File: config.mk
export PLATFORM = sky130hd
export DESIGN_NAME = msd_top
export DESIGN_NICKNAME = d
export VERILOG_FILES = /design/src/hw/msd_pkg.sv /design/src/hw/msd_speed_decode.sv /design/src/hw/msd_angle_decode.sv /design/src/hw/msd_top.sv
export SDC_FILE = /design/constraint.sdc
export NUM_CORES = 1
export LEC_CHECK = 0
export BUFFER_PORTS_ARGS = -buffer_cell sky130_fd_sc_hd__buf_4
export CAP_MARGIN = 20
export CORE_ASPECT_RATIO = 1.4
export CORE_UTILIZATION = 27
export CTS_CLUSTER_DIAMETER = 60
export DETAILED_ROUTE_END_ITERATION = 6
export SYNTH_ARGS = -nofsm -noshare
export SYNTH_HDL_FRONTEND = slang
export SYNTH_SLANG_ARGS = --single-unit
export TNS_END_PERCENT = 5
File: constraint.sdc
create_clock -name clk -period 9.6 [get_ports clk]
set_input_delay 1.92 -clock clk [delete_from_list [all_inputs] [get_ports clk]]
set_output_delay 1.92 -clock clk [all_outputs]
set_load 0.05 [all_outputs]
File: src/hw/msd_pkg.sv
package msd_pkg;
    // ========================================
    // register map
    localparam logic [7:0]  STARTUP_TWO_ADDR    = 8'h84;
    localparam logic [7:0]  CLOSED_LOOP_ONE_ADDR = 8'h88;
    localparam logic [31:0] STARTUP_TWO_RESET   = 32'h0000_0000;
    // undefined reset value is modelled as zero so simulation starts known
    localparam logic [31:0] CLOSED_LOOP_ONE_RESET = 32'h0000_0000;
    // ========================================
    // field positions in startup_settings_two
    localparam int RAMP_LSB   = 0;
    localparam int RAMP_W     = 3;
    localparam int SRC_BIT    = 3;
    localparam int PCT_LSB    = 4;
    localparam int PCT_W      = 4;
    localparam int ALIGN_LSB  = 8;
    localparam int ALIGN_W    = 5;
    localparam logic [4:0] ALIGN_LAST_CODE = 5'h1C;
    // ========================================
    // decoded units: percent x10, degrees, milli-deg per ms
    localparam logic [9:0] PCT_X10_TABLE [16] = '{
        10'h00A, 10'h014, 10'h01E, 10'h032, 10'h04B, 10'h064, 10'h07D, 10'h096,
        10'h0AF, 10'h0C8, 10'h0FA, 10'h12C, 10'h15E, 10'h190, 10'h1C2, 10'h1F4};
    localparam logic [11:0] RAMP_MDEG_TABLE [8] = '{
        12'h00A, 12'h032, 12'h064, 12'h096, 12'h0C8, 12'h1F4, 12'h3E8, 12'h7D0};
    localparam logic [8:0] ALIGN_DEG_TABLE [29] = '{
        9'h000, 9'h00A, 9'h014, 9'h01E, 9'h02D, 9'h03C, 9'h046, 9'h050,
        9'h05A, 9'h06E, 9'h078, 9'h087, 9'h096, 9'h0A0, 9'h0AA, 9'h0B4,
        9'h0BE, 9'h0D2, 9'h0E1, 9'h0F0, 9'h0FA, 9'h104, 9'h10E, 9'h118,
        9'h122, 9'h13B, 9'h14A, 9'h154, 9'h15E};
endpackage : msd_pkg

File: src/hw/msd_speed_decode.sv
`timescale 1ns/1ps
`default_nettype none
module msd_speed_decode (
    input  wire logic [3:0] pct_code,
    input  wire logic       source_zero,
    output logic      [9:0] pct_x10
);
    always_comb begin
        if (source_zero) begin
            pct_x10 = 10'h000;
        end else begin
            pct_x10 = msd_pkg::PCT_X10_TABLE[pct_code];
        end
    end
endmodule : msd_speed_decode
`default_nettype wire

File: src/hw/msd_angle_decode.sv
`timescale 1ns/1ps
`default_nettype none
module msd_angle_decode (
    input  wire logic [4:0]  align_code,
    input  wire logic [2:0]  ramp_code,
    output logic      [8:0]  align_deg,
    output logic             align_bad,
    output logic      [11:0] ramp_mdeg
);
    always_comb begin
        // reserved codes hold angle at zero and raise a flag
        if (align_code > msd_pkg::ALIGN_LAST_CODE) begin
            align_deg = 9'h000;
            align_bad = 1'b1;
        end else begin
            align_deg = msd_pkg::ALIGN_DEG_TABLE[align_code];
            align_bad = 1'b0;
        end
        ramp_mdeg = msd_pkg::RAMP_MDEG_TABLE[ramp_code];
    end
endmodule : msd_angle_decode
`default_nettype wire

File: src/hw/msd_top.sv
`timescale 1ns/1ps
`default_nettype none
module msd_top (
    input  wire logic        clk,
    input  wire logic        rst,
    input  wire logic        ce,
    input  wire logic [7:0]  addr,
    input  wire logic [31:0] wdata,
    input  wire logic        wr,
    input  wire logic        rd,
    output logic      [31:0] rdata,
    output logic      [9:0]  initial_cycle_speed_pct,
    output logic             initial_cycle_speed_source,
    output logic      [8:0]  align_angle_deg,
    output logic             align_code_reserved,
    output logic      [11:0] ramp_rate_mdeg_per_ms,
    output logic      [31:0] closed_loop_settings_one
);
    logic [31:0] startup_two_ff;
    logic [31:0] closed_one_ff;
    logic [31:0] rdata_ff;
    logic [9:0]  nxt_pct;
    logic [8:0]  nxt_align;
    logic        nxt_bad;
    logic [11:0] nxt_ramp;
    logic [9:0]  pct_ff;
    logic        src_ff;
    logic [8:0]  align_ff;
    logic        bad_ff;
    logic [11:0] ramp_ff;
    // ========================================
    // register writes
    always_ff @(posedge clk or posedge rst) begin
        if (rst) begin
            startup_two_ff <= msd_pkg::STARTUP_TWO_RESET;
        end else if (ce && wr && addr == msd_pkg::STARTUP_TWO_ADDR) begin
            startup_two_ff <= wdata;
        end
    end
    always_ff @(posedge clk or posedge rst) begin
        if (rst) begin
            closed_one_ff <= msd_pkg::CLOSED_LOOP_ONE_RESET;
        end else if (ce && wr && addr == msd_pkg::CLOSED_LOOP_ONE_ADDR) begin
            closed_one_ff <= wdata;
        end
    end
    // ========================================
    // read port, data one cycle after strobe; unmapped reads zero
    always_ff @(posedge clk or posedge rst) begin
        if (rst) begin
            rdata_ff <= 32'h0000_0000;
        end else if (ce) begin
            if (!rd) begin
                rdata_ff <= 32'h0000_0000;
            end else if (addr == msd_pkg::STARTUP_TWO_ADDR) begin
                rdata_ff <= startup_two_ff;
            end else if (addr == msd_pkg::CLOSED_LOOP_ONE_ADDR) begin
                rdata_ff <= closed_one_ff;
            end else begin
                rdata_ff <= 32'h0000_0000;
            end
        end
    end
    // ========================================
    // field decode
    msd_speed_decode u_speed (
        .pct_code    (startup_two_ff[msd_pkg::PCT_LSB +: msd_pkg::PCT_W]),
        .source_zero (startup_two_ff[msd_pkg::SRC_BIT]),
        .pct_x10     (nxt_pct)
    );
    msd_angle_decode u_angle (
        .align_code (startup_two_ff[msd_pkg::ALIGN_LSB +: msd_pkg::ALIGN_W]),
        .ramp_code  (startup_two_ff[msd_pkg::RAMP_LSB +: msd_pkg::RAMP_W]),
        .align_deg  (nxt_align),
        .align_bad  (nxt_bad),
        .ramp_mdeg  (nxt_ramp)
    );
    // decoded outputs registered so they lag a write by one cycle
    always_ff @(posedge clk or posedge rst) begin
        if (rst) begin
            pct_ff   <= 10'h000;
            src_ff   <= 1'b0;
            align_ff <= 9'h000;
            bad_ff   <= 1'b0;
            ramp_ff  <= 12'h000;
        end else if (ce) begin
            pct_ff   <= nxt_pct;
            src_ff   <= startup_two_ff[msd_pkg::SRC_BIT];
            align_ff <= nxt_align;
            bad_ff   <= nxt_bad;
            ramp_ff  <= nxt_ramp;
        end
    end
    assign rdata                      = rdata_ff;
    assign initial_cycle_speed_pct    = pct_ff;
    assign initial_cycle_speed_source = src_ff;
    assign align_angle_deg            = align_ff;
    assign align_code_reserved        = bad_ff;
    assign ramp_rate_mdeg_per_ms      = ramp_ff;
    assign closed_loop_settings_one   = closed_one_ff;
endmodule : msd_top
`default_nettype wire

==> results of run 1 <==
## state kept, by name, indices dropped and copies added (netlist names)
register	count
align_angle_deg	9
initial_cycle_speed_pct	9
align_code_reserved	1
ramp_rate_mdeg_per_ms	10
rdata	32
closed_loop_settings_one	32
initial_cycle_speed_source	1
startup_two_ff	32
## power groups by stage
stage               combinational [mW]  sequential [mW]  clock (mW)
floorplan                       0.0542            0.599           0
global placement                 0.132            0.569           0
detailed placement               0.133            0.569           0
CTS                              0.133            0.560       0.692
global route                     0.141            0.562       0.715
finish                           0.131            0.560       0.671
## cells by family (layout without fill, tap and decap cells)
| logic type | count (synthesis) | in the layout |
|---|---|---|
| muxes | 81 | 81 |
| adders and majority gates | 16 | 16 |
| other | 1 | 3 |
| AOI/OAI and AO/OA | 133 | 133 |
| and+or+nand+nor | 45 | 45 |
| DFF | 126 | 126 |
| buffers and inverters | 104 | 234 |
## layer usage
metal	vias up	GRT usage (%)	wire, um
met4	0	4.42	159
met2	107	22.3	7350
met5	-	0	0
li1	2032	-	-
met3	7	3.36	761
met1	2075	17.4	6710
## cell type report
type	count	area, um^2
multi-input cells	278	2510
inverters	62	238
clock buffers	23	488
repair buffers	140	1050
well taps	297	372
clock inverters	9	133
flip-flops and latches	126	3150
fillers	2221	14100
## worst min path at each step
stage | start | endpoint | slack [ns] | cells past startpoint
after global placement | align_code_reserved | align_code_reserved | 0.47 | 1
after CTS | align_code_reserved | align_code_reserved | 0.49 | 1
after global routing | align_code_reserved | align_code_reserved | 0.52 | 1
after floorplan | startup_two_ff[13] | startup_two_ff[13] | 0.48 | 1
after detailed placement | align_code_reserved | align_code_reserved | 0.48 | 1
final | align_code_reserved | align_code_reserved | 0.48 | 1
## worst reg2reg max path, delay by kind of cell, from the launching register on
kind | cells | cell delay, ns
adders and majority gates | 1 | 0.40
buffers and inverters | 2 | 0.29
AOI/OAI and AO/OA | 2 | 0.29
muxes | 1 | 0.46
DFF | 1 | 0.68
## through the flow
step	power (mW)	hold WS, ns	cell area (um^2)	utilization, %
global placement	0.701	0.468	7330	33.3
global route	1.42	0.517	7950	36.1
floorplan	0.653	0.482	6100	-
finish	1.36	0.481	7950	36.1
CTS	1.39	0.488	7950	36.1
detailed placement	0.703	0.475	7330	33.3
## cell usage in the layout, fill, tap and decap left out, drive strengths merged, types with 2 or more instances in the layout
cell and count:
nand2 10, o221ai 2, bufinv 3, dfrtp 126, o22ai 45, o2111ai 2
conb 3, o32ai 3, a22oi 34, buf 140, mux2i 8, nand2b 6
nor2b 6, nand3 5, mux2 71, a21oi 17, o211ai 7, clkbuf 23
mux4 2, clkinvlp 2, clkinv 4, o21ai 11, inv 62, ha 16
nor2 15, a31oi 2, a211oi 2
==> results.md, run 1 <==
* Inst Count DP at around 900
* YS warnings at 0
* CP max stage cell: nand3_4
* First-pass GRT wire length at about 24 mm
* Synth top area cells: dfrtp_1, mux2_4, o22ai_1, a22oi_1, inv_1
* Post-CTS Resized at 0
* Post-Synth XOR/XNOR Area at 0%
* Critical Path RT at roughly 9.9 ns
* Nets at just under 700
* Layout cells sized above 1 at about two fifths
* Top Ports at 142
* Fin worst setup slack at between 5 and 6 ns
* Critical path depth in cells at 4
* Row count at 64
* Logic pwr share at a little under a tenth
* Internal reg-to-reg setup slack at roughly 7.3 ns
* Top-count cell post-synth: dfrtp_1
* CP startpoint: addr[2]
* Hold Crit Class: register to register
* Reg2reg start: startup_two_ff[8]
* Clk sinks at between 100 and 150
* Initial core utilization at between 20% and 30%
* Largest family of logic cells by synthesized area: multiplexers
* Synthesized flop and latch total at 126
* Post-DRT Antenna Nets at 0
* Post-synthesis cell count at 506
* Max-Cap Viols at 0
* Max VDD drop at between 0.0001 and 0.00015 V
* Area share of fa/ha/maj cells after synthesis at 3.28%
* Post-route insts no fill at a little over 900
* Largest net degree at the start of global routing at ~80
* Reg2reg end: align_angle_deg[2]
* N_diodes at 0
* Final hold vios at 0
* Mux share of post-synthesis cell area at about a fifth
* Internal at between 1 and 1.5 mW
* Worst Setup EP: startup_two_ff[2]
* Skew final at 0.00661 ns
* CP cell instances: buf_4 > nor2b_4 > nand3_4 > mux2_4
* CTS Root Buffer Type: clkbuf_16
* CTS tree: built
* Clock Power Share at about half
* Power Dens Cells at between 150 and 200 mW/mm^2
* Avg Cell Area, Syn at between 10 and 15 um^2
* P&R area growth vs syn at 30.4%
* Chip width at 129 um
* CP Class: input pin to register
* Post-synthesis cell area at 0.00610 mm^2
* EDFF count, synth at 0
* Seq/Total Area, Yosys at roughly half
* Vias per inst at between 4 and 5
* DRC Markers at 0
* 1st-pass router iterations at 4
* Synth Area in Simple Gates at around 4.0%
* Worst slew pin tran at 0.963 ns
* Top post-synthesis cells by count: dfrtp_1, inv_1, mux2_4
* CTS Buf Count at 17
* RSZ-0062 raised after global routing: no
* Crit-path max FO at 33
* P_leak at 3.79 nW
* Fin crit period at 3.87 ns
* Crit path buffers/inverters at 1
* Distinct cells, synth at 40
* Top FF cell, synth: dfrtp_1
* Final period utilization at a little over 40%
* Wire per inst at around 16 um
* R2R cell count at 6
* TNS Setup at 0 ns
* Outcome: finished, final reports clean
* P_sw at 333 uW
* Max clock buf depth at 2
* Via count at between 4000 and 5000
* Post-placement setup slack at 5.25 ns
* Starting DRT DRC Count at about 250
* Synth area leader: dfrtp_1
* Postcts setup bufs at 0
* Overall die area at between 0.02 and 0.025 mm^2
* PortBufs at 138
* Latest clock arrival within the worst-skew pair at roughly 0.40 ns
* Core area at roughly 0.022 mm^2
* Max incr delay on CP at 0.79 ns
* GRT Overall Usage at ~14%
* Wirelength, routed at 15.0 mm
* Setup crit start kind: input pin
* Die H at 180 um
* Worst endpoint data arrival time at slightly above 4 ns
* CP endpoint kind: register
* Initial antenna violation count at 0
* Net Sw Frac at between 20% and 30%
* Hold_buf cts at 0
* GPL Wtd Cong at just under 0.8
* F_max at 0.258 GHz
* Slew headroom at a little over a third
* Post-detail-place hpwl at between 9 and 10 mm
* GRT Residual Overflow at 0
* Fraction of registers with async set/reset at between 90% and 100%
* Endpoints failing setup at 0
* Sequential Power Share at between 40 and 50%
* H-Tree Level Count at 4
* Final Max Slew Viols at 0
* Synth Area in Compound Gates at between 10% and 20%
* Vias in the first global route at between 4000 and 5000
* Worst-path clk slew at around 0.05 ns
* CP top delay family: simple AND/OR/NAND/NOR gates
* Area share of the largest cell type after synthesis at between 50% and 60%
No activity file was read; power rests on OpenSTA's default activity.
==> run 2: changes to the inputs <==
==> constraint.sdc (replaced) <==
create_clock -name clk -period 3.6 [get_ports clk]
set_input_delay 0.72 -clock clk [delete_from_list [all_inputs] [get_ports clk]]
set_output_delay 0.72 -clock clk [all_outputs]
set_load 0.05 [all_outputs]
==> results.md, run 2 (synthesis gave the netlist of run 1 again) <==
* Vias per inst at 4.52
* Post-CTS Resized at 0
* Overall die area at roughly 0.023 mm^2
* Final period utilization at 63.4%
* Metal3 WL at 738 um
* Area after DPL at 0.00739 mm^2
* Internal reg-to-reg setup slack at between 1 and 1.5 ns
* Initial core utilization at between 20% and 30%
* H-Tree Level Count at 4
* Net Sw Frac at ~24%
* Worst endpoint data arrival time at 2.54 ns
* CP startpoint: startup_two_ff[8]
* P_sw at 859 uW
* Starting DRT DRC Count at 208
* R2R cell count at 6
* Post-detail-place hpwl at 10.2 mm
* CTS Buf Count at 17
* P&R area growth vs syn at 30.6%
* DR top layer: met4
* Initial antenna violation count at 0
* Commonest non-fill, non-tap cell in the layout: buf_4
* Reg2reg end: align_angle_deg[2]
* Core area at ~0.022 mm^2
* Vias in the first global route at between 4000 and 5000
* Most frequent cells in the layout: buf_4, dfrtp_1, inv_1, mux2_4, o22ai_1
* Wire per inst at 15.9 um
* Post-DRT Antenna Nets at 0
* Skew final at 0.00694 ns
* Row count at 64
* Fin crit period at between 2 and 2.5 ns
* GPL Wtd Cong at 0.776
* Die H at 180 um
* Power Dens Cells at roughly 440 mW/mm^2
* Postcts setup bufs at 0
* Internal at 2.66 mW
* P_leak at 3.80 nW
* Logic pwr share at 10.1%
* Chip width at 129 um
* GRT Residual Overflow at 0
* Hold Crit Class: input pin to asynchronous set/reset pin
* Outcome: finished, final reports clean
* Max-Cap Viols at 0
* Wirelength, routed at 14.9 mm
* Max VDD drop at between 0.0002 and 0.0003 V
* Max clock buf depth at 2
* N_diodes at 0
* Clk sinks at 126
* 1st-pass router iterations at 4
* Wl on met1 at between 6 and 7 mm
* Post-route insts no fill at 937
* Worst-path clk slew at around 0.060 ns
* PortBufs at roughly 140
* CTS tree: built
* Sequential Power Share at 42.3%
* Worst slew pin tran at roughly 0.9 ns
* CP max stage cell: dfrtp_1
* Crit-path max FO at 16
* Nets at 691
* Endpoints failing setup at 0
* Hold_buf cts at 0
* Reg2reg start: startup_two_ff[8]
* Critical Path RT at approximately 3.9 ns
* Setup crit start kind: register
* DRC Markers at 0
* Top Ports at around 140
* Largest net degree at the start of global routing at between 50 and 60
* Clock Power Share at a little under half
* Via count at roughly 4200
* GRT Overall Usage at 13.6%
* CP cell instances: inv_1 > ha_1 > inv_1 > mux4_2 > o21ai_0 > o22ai_1
* Final hold vios at 0
* F_max at between 0.4 and 0.5 GHz
* TNS Setup at 0 ns
* Finished Cell Area at between 0.007 and 0.008 mm^2
* Slew headroom at between 40% and 50%
* CP endpoint kind: register
* Max incr delay on CP at ~0.70 ns
* Fill cells at about 2200
* Final Max Slew Viols at 0
* Latest clock arrival within the worst-skew pair at approximately 0.40 ns
* Cell repeated most along the worst path: inv_1
* RSZ-0062 raised after global routing: no
* Met2 WL at ~7.4 mm
* Layout cells sized above 1 at between 30 and 40%
* Inst Count DP at just over 900
* CP Class: register to register
* CTS Root Buffer Type: clkbuf_16
* First-pass GRT wire length at 24.2 mm
[run 2: area by class of cell]
class                      instances  area (um^2)  share of cell area [%]
clock buffer                      22          484                    6.08
clock inverter                     7         87.6                    1.10
inverter                          62          236                    2.97
multi-input combinational        278         2510                    31.6
sequential                       126         3150                    39.6
tap                              297          372                    4.67
timing repair buffer             145         1110                    14.0
[run 2: power groups by stage]
stage	logic, mW	clock network, mW	registers (mW)
after detailed placement	0.364	0	1.52
after global placement	0.360	0	1.52
after global routing	0.386	1.79	1.50
after CTS	0.364	1.73	1.49
final	0.357	1.67	1.49
after floorplan	0.145	0	1.60
[run 2: how the worst max path moves through the flow]
stage,end,slack [ns]
after floorplan,align_angle_deg[0],1.33
after global placement,closed_loop_settings_one[25],1.01
after detailed placement,closed_loop_settings_one[26],0.98
after CTS,align_angle_deg[2],1.34
after global routing,align_angle_deg[2],1.24
final,align_angle_deg[2],1.32
[run 2: layer usage]
metal,up-vias,track usage (%)
li1,2031,-
met1,2101,16.9
met2,99,22.4
met3,7,3.87
met4,0,4.66
met5,-,0
[run 2: metrics by stage]
| step | power, mW | hold slack (ns) | util, % | setup slack (ns) |
|---|---|---|---|---|
| floorplan | 1.74 | 0.482 | - | 1.33 |
| global placement | 1.88 | 0.465 | 33.6 | 1.01 |
| detailed placement | 1.88 | 0.469 | 33.6 | 0.978 |
| CTS | 3.58 | 0.470 | 36.1 | 1.34 |
| global route | 3.67 | 0.498 | 36.1 | 1.24 |
| finish | 3.52 | 0.455 | 36.1 | 1.32 |
[run 2: critical path, delay by kind of cell (launching register included)]
family                   cells  cell delay [ns]
buffers and inverters        2             0.29
AO/OA/AOI/OAI                2             0.29
flip-flops                   1             0.70
adder cells (fa/ha/maj)      1             0.39
multiplexers                 1             0.46
==> run 3: changes to the inputs <==
==> constraint.sdc (replaced) <==
create_clock -name clk -period 1.87 [get_ports clk]
set_input_delay 0.374 -clock clk [delete_from_list [all_inputs] [get_ports clk]]
set_output_delay 0.374 -clock clk [all_outputs]
set_load 0.05 [all_outputs]
==> results.md, run 3 (synthesis gave the netlist of run 1 again) <==
* Max incr delay on CP at about 0.46 ns
* Initial antenna violation count at 0
* Clock Power Share at between 40% and 50%
* Row count at 64
* Postcts setup bufs at 0
* 1st-pass router iterations at 4
* Fin crit period at 1.72 ns
* CP max stage cell: mux4_2
* Post-DRT Antenna Nets at 0
* Critical path depth in cells at 6
* Wire per inst at ~16 um
* Worst slew pin tran at roughly 0.62 ns
* Core area at between 0.02 and 0.025 mm^2
* Logic pwr share at roughly a tenth
* Max-Cap Viols at 0
* Via count at about 4400
* Crit path buffers/inverters at 2
* CTS Buf Count at 17
* RSZ-0062 raised after global routing: no
* Fill cells at between 2000 and 2500
* CP Class: register to register
* Sequential Power Share at between 40% and 50%
* Power Dens Cells at between 800 and 900 mW/mm^2
* Clk sinks at 126
* Final Max Slew Viols at 0
* F_max at about 0.58 GHz
* Top Ports at 142
* Final period utilization at about 90%
* P_sw at 1.84 mW
* CTS tree: built
* Critical Path RT at roughly 2.2 ns
* Most frequent cells in the layout: buf_4, dfrtp_1, inv_1, mux2_4, o22ai_1
* Max VDD drop at 0.000544 V
* Chip width at about 130 um
* Vias per inst at 4.56
* Endpoints failing setup at 0
* Worst endpoint data arrival time at 2.01 ns
* P_leak at between 3 and 4 nW
* Fin worst setup slack at 0.148 ns
* P&R area growth vs syn at 34.7%
* Internal at about 5.2 mW
* CP top delay family: multiplexers
* Layout cells sized above 1 at between 40% and 50%
* Net Sw Frac at about a quarter
* CP cell instances: inv_1 > ha_1 > inv_1 > mux4_2 > o21ai_0 > o22ai_1
* R2R cell count at 6
* Setup crit start kind: register
* Latest clock arrival within the worst-skew pair at approximately 0.42 ns
* Post-detail-place hpwl at between 10 and 15 mm
* Max clock buf depth at 2
* GPL Wtd Cong at just under 0.8
* GRT Residual Overflow at 0
* Nets at 707
* Commonest non-fill, non-tap cell in the layout: buf_4
* Die H at 180 um
* Cell repeated most along the worst path: inv_1
* Wirelength, routed at between 15 and 20 mm
* GRT Overall Usage at 14.0%
* CP endpoint kind: register
* Skew final at 0.00858 ns
* Slew headroom at about three fifths
* Worst-path clk slew at around 0.06 ns
* Crit-path max FO at 4
* First-pass GRT wire length at 24.9 mm
* N_diodes at 0
* CTS Root Buffer Type: clkbuf_16
* Vias in the first global route at approximately 4600
* Hold Crit Class: input pin to register
* Overall die area at between 0.02 and 0.025 mm^2
* PortBufs at 138
* Final Util at a little under two fifths
* Largest net degree at the start of global routing at 78
* Outcome: finished, final reports clean
* Final hold vios at 0
* DRC Markers at 0
* H-Tree Level Count at 4
* Post-placement setup slack at -0.0725 ns
* Worst Hold Depth at 2
* Starting DRT DRC Count at roughly 230
* Initial core utilization at between 20 and 30%
[run 3: cell types whose count changed in the layout (fill, tap and decap cells not counted), sizes merged, moves of 2 or more]
| cell | change |
|---|---|
| inv | +4 |
| clkinv | +2 |
| buf | +15 |
| clkbuf | -5 |
[run 3: timing repair]
| action | in CTS | in global routing |
|---|---|---|
| hold endpoints to repair | 8 | 0 |
| gates resized for setup | 0 | 0 |
| hold buffers | 1 | 0 |
[run 3: final timing paths]
check	endpoint	start	slack, ns
worst max-delay path	align_angle_deg[2]	startup_two_ff[8]	0.15
worst min-delay path	startup_two_ff[25]	wdata[25]	0.19
worst max register to register	align_angle_deg[2]	startup_two_ff[8]	0.15
worst min register to register	align_code_reserved	align_code_reserved	0.48
max in group asynchronous	startup_two_ff[4]	rst	0.77
min in group asynchronous	rdata[16]	rst	0.48
[run 3: final cells by class]
class	count	area, um^2	share of cell area [%]
clock inverters	15	188	2.29
repair buffers	161	1320	16.1
well taps	297	372	4.53
clock buffers	17	425	5.18
flip-flops and latches	126	3150	38.4
multi-input cells	278	2510	30.6
inverters	62	236	2.88
[run 3: metrics by stage]
step | hold WS, ns | setup TNS (ns) | total power, mW | cells | instance area, um^2
after floorplan | 0.482 | -7.25 | 3.36 | 508 | 6110
after global placement | 0.343 | -4.45 | 3.63 | 923 | 7590
after detailed placement | 0.348 | -3.40 | 3.63 | 923 | 7590
after CTS | 0.170 | 0 | 7.14 | 956 | 8210
after global routing | 0.174 | 0 | 7.31 | 956 | 8210
final | 0.191 | 0 | 7.03 | 956 | 8210
[run 3: power by group through the flow]
stage / sequential [mW] / combinational (mW) / clock, mW
5_1_grt: 2.87 / 0.770 / 3.67
6_report: 2.86 / 0.716 / 3.45
3_5_place_dp: 2.91 / 0.725 / 0
3_3_place_gp: 2.91 / 0.718 / 0
2_1_floorplan: 3.08 / 0.280 / 0
4_1_cts: 2.86 / 0.727 / 3.55
[run 3: worst register-to-register path, stage by stage, from the launching register on]
cell     delay, ns
dfrtp_1       0.38
inv_1         0.07
ha_1          0.34
inv_1         0.09
mux4_2        0.46
o21ai_0       0.17
o22ai_1       0.08
[run 3: per-layer routing]
layer | up-vias | global-route usage, % | wire [um]
met5 | - | 0 | 0
met4 | 0 | 4.56 | 205
met3 | 15 | 4.35 | 826
met2 | 128 | 23.1 | 7550
met1 | 2143 | 17.2 | 6640
li1 | 2071 | - | -
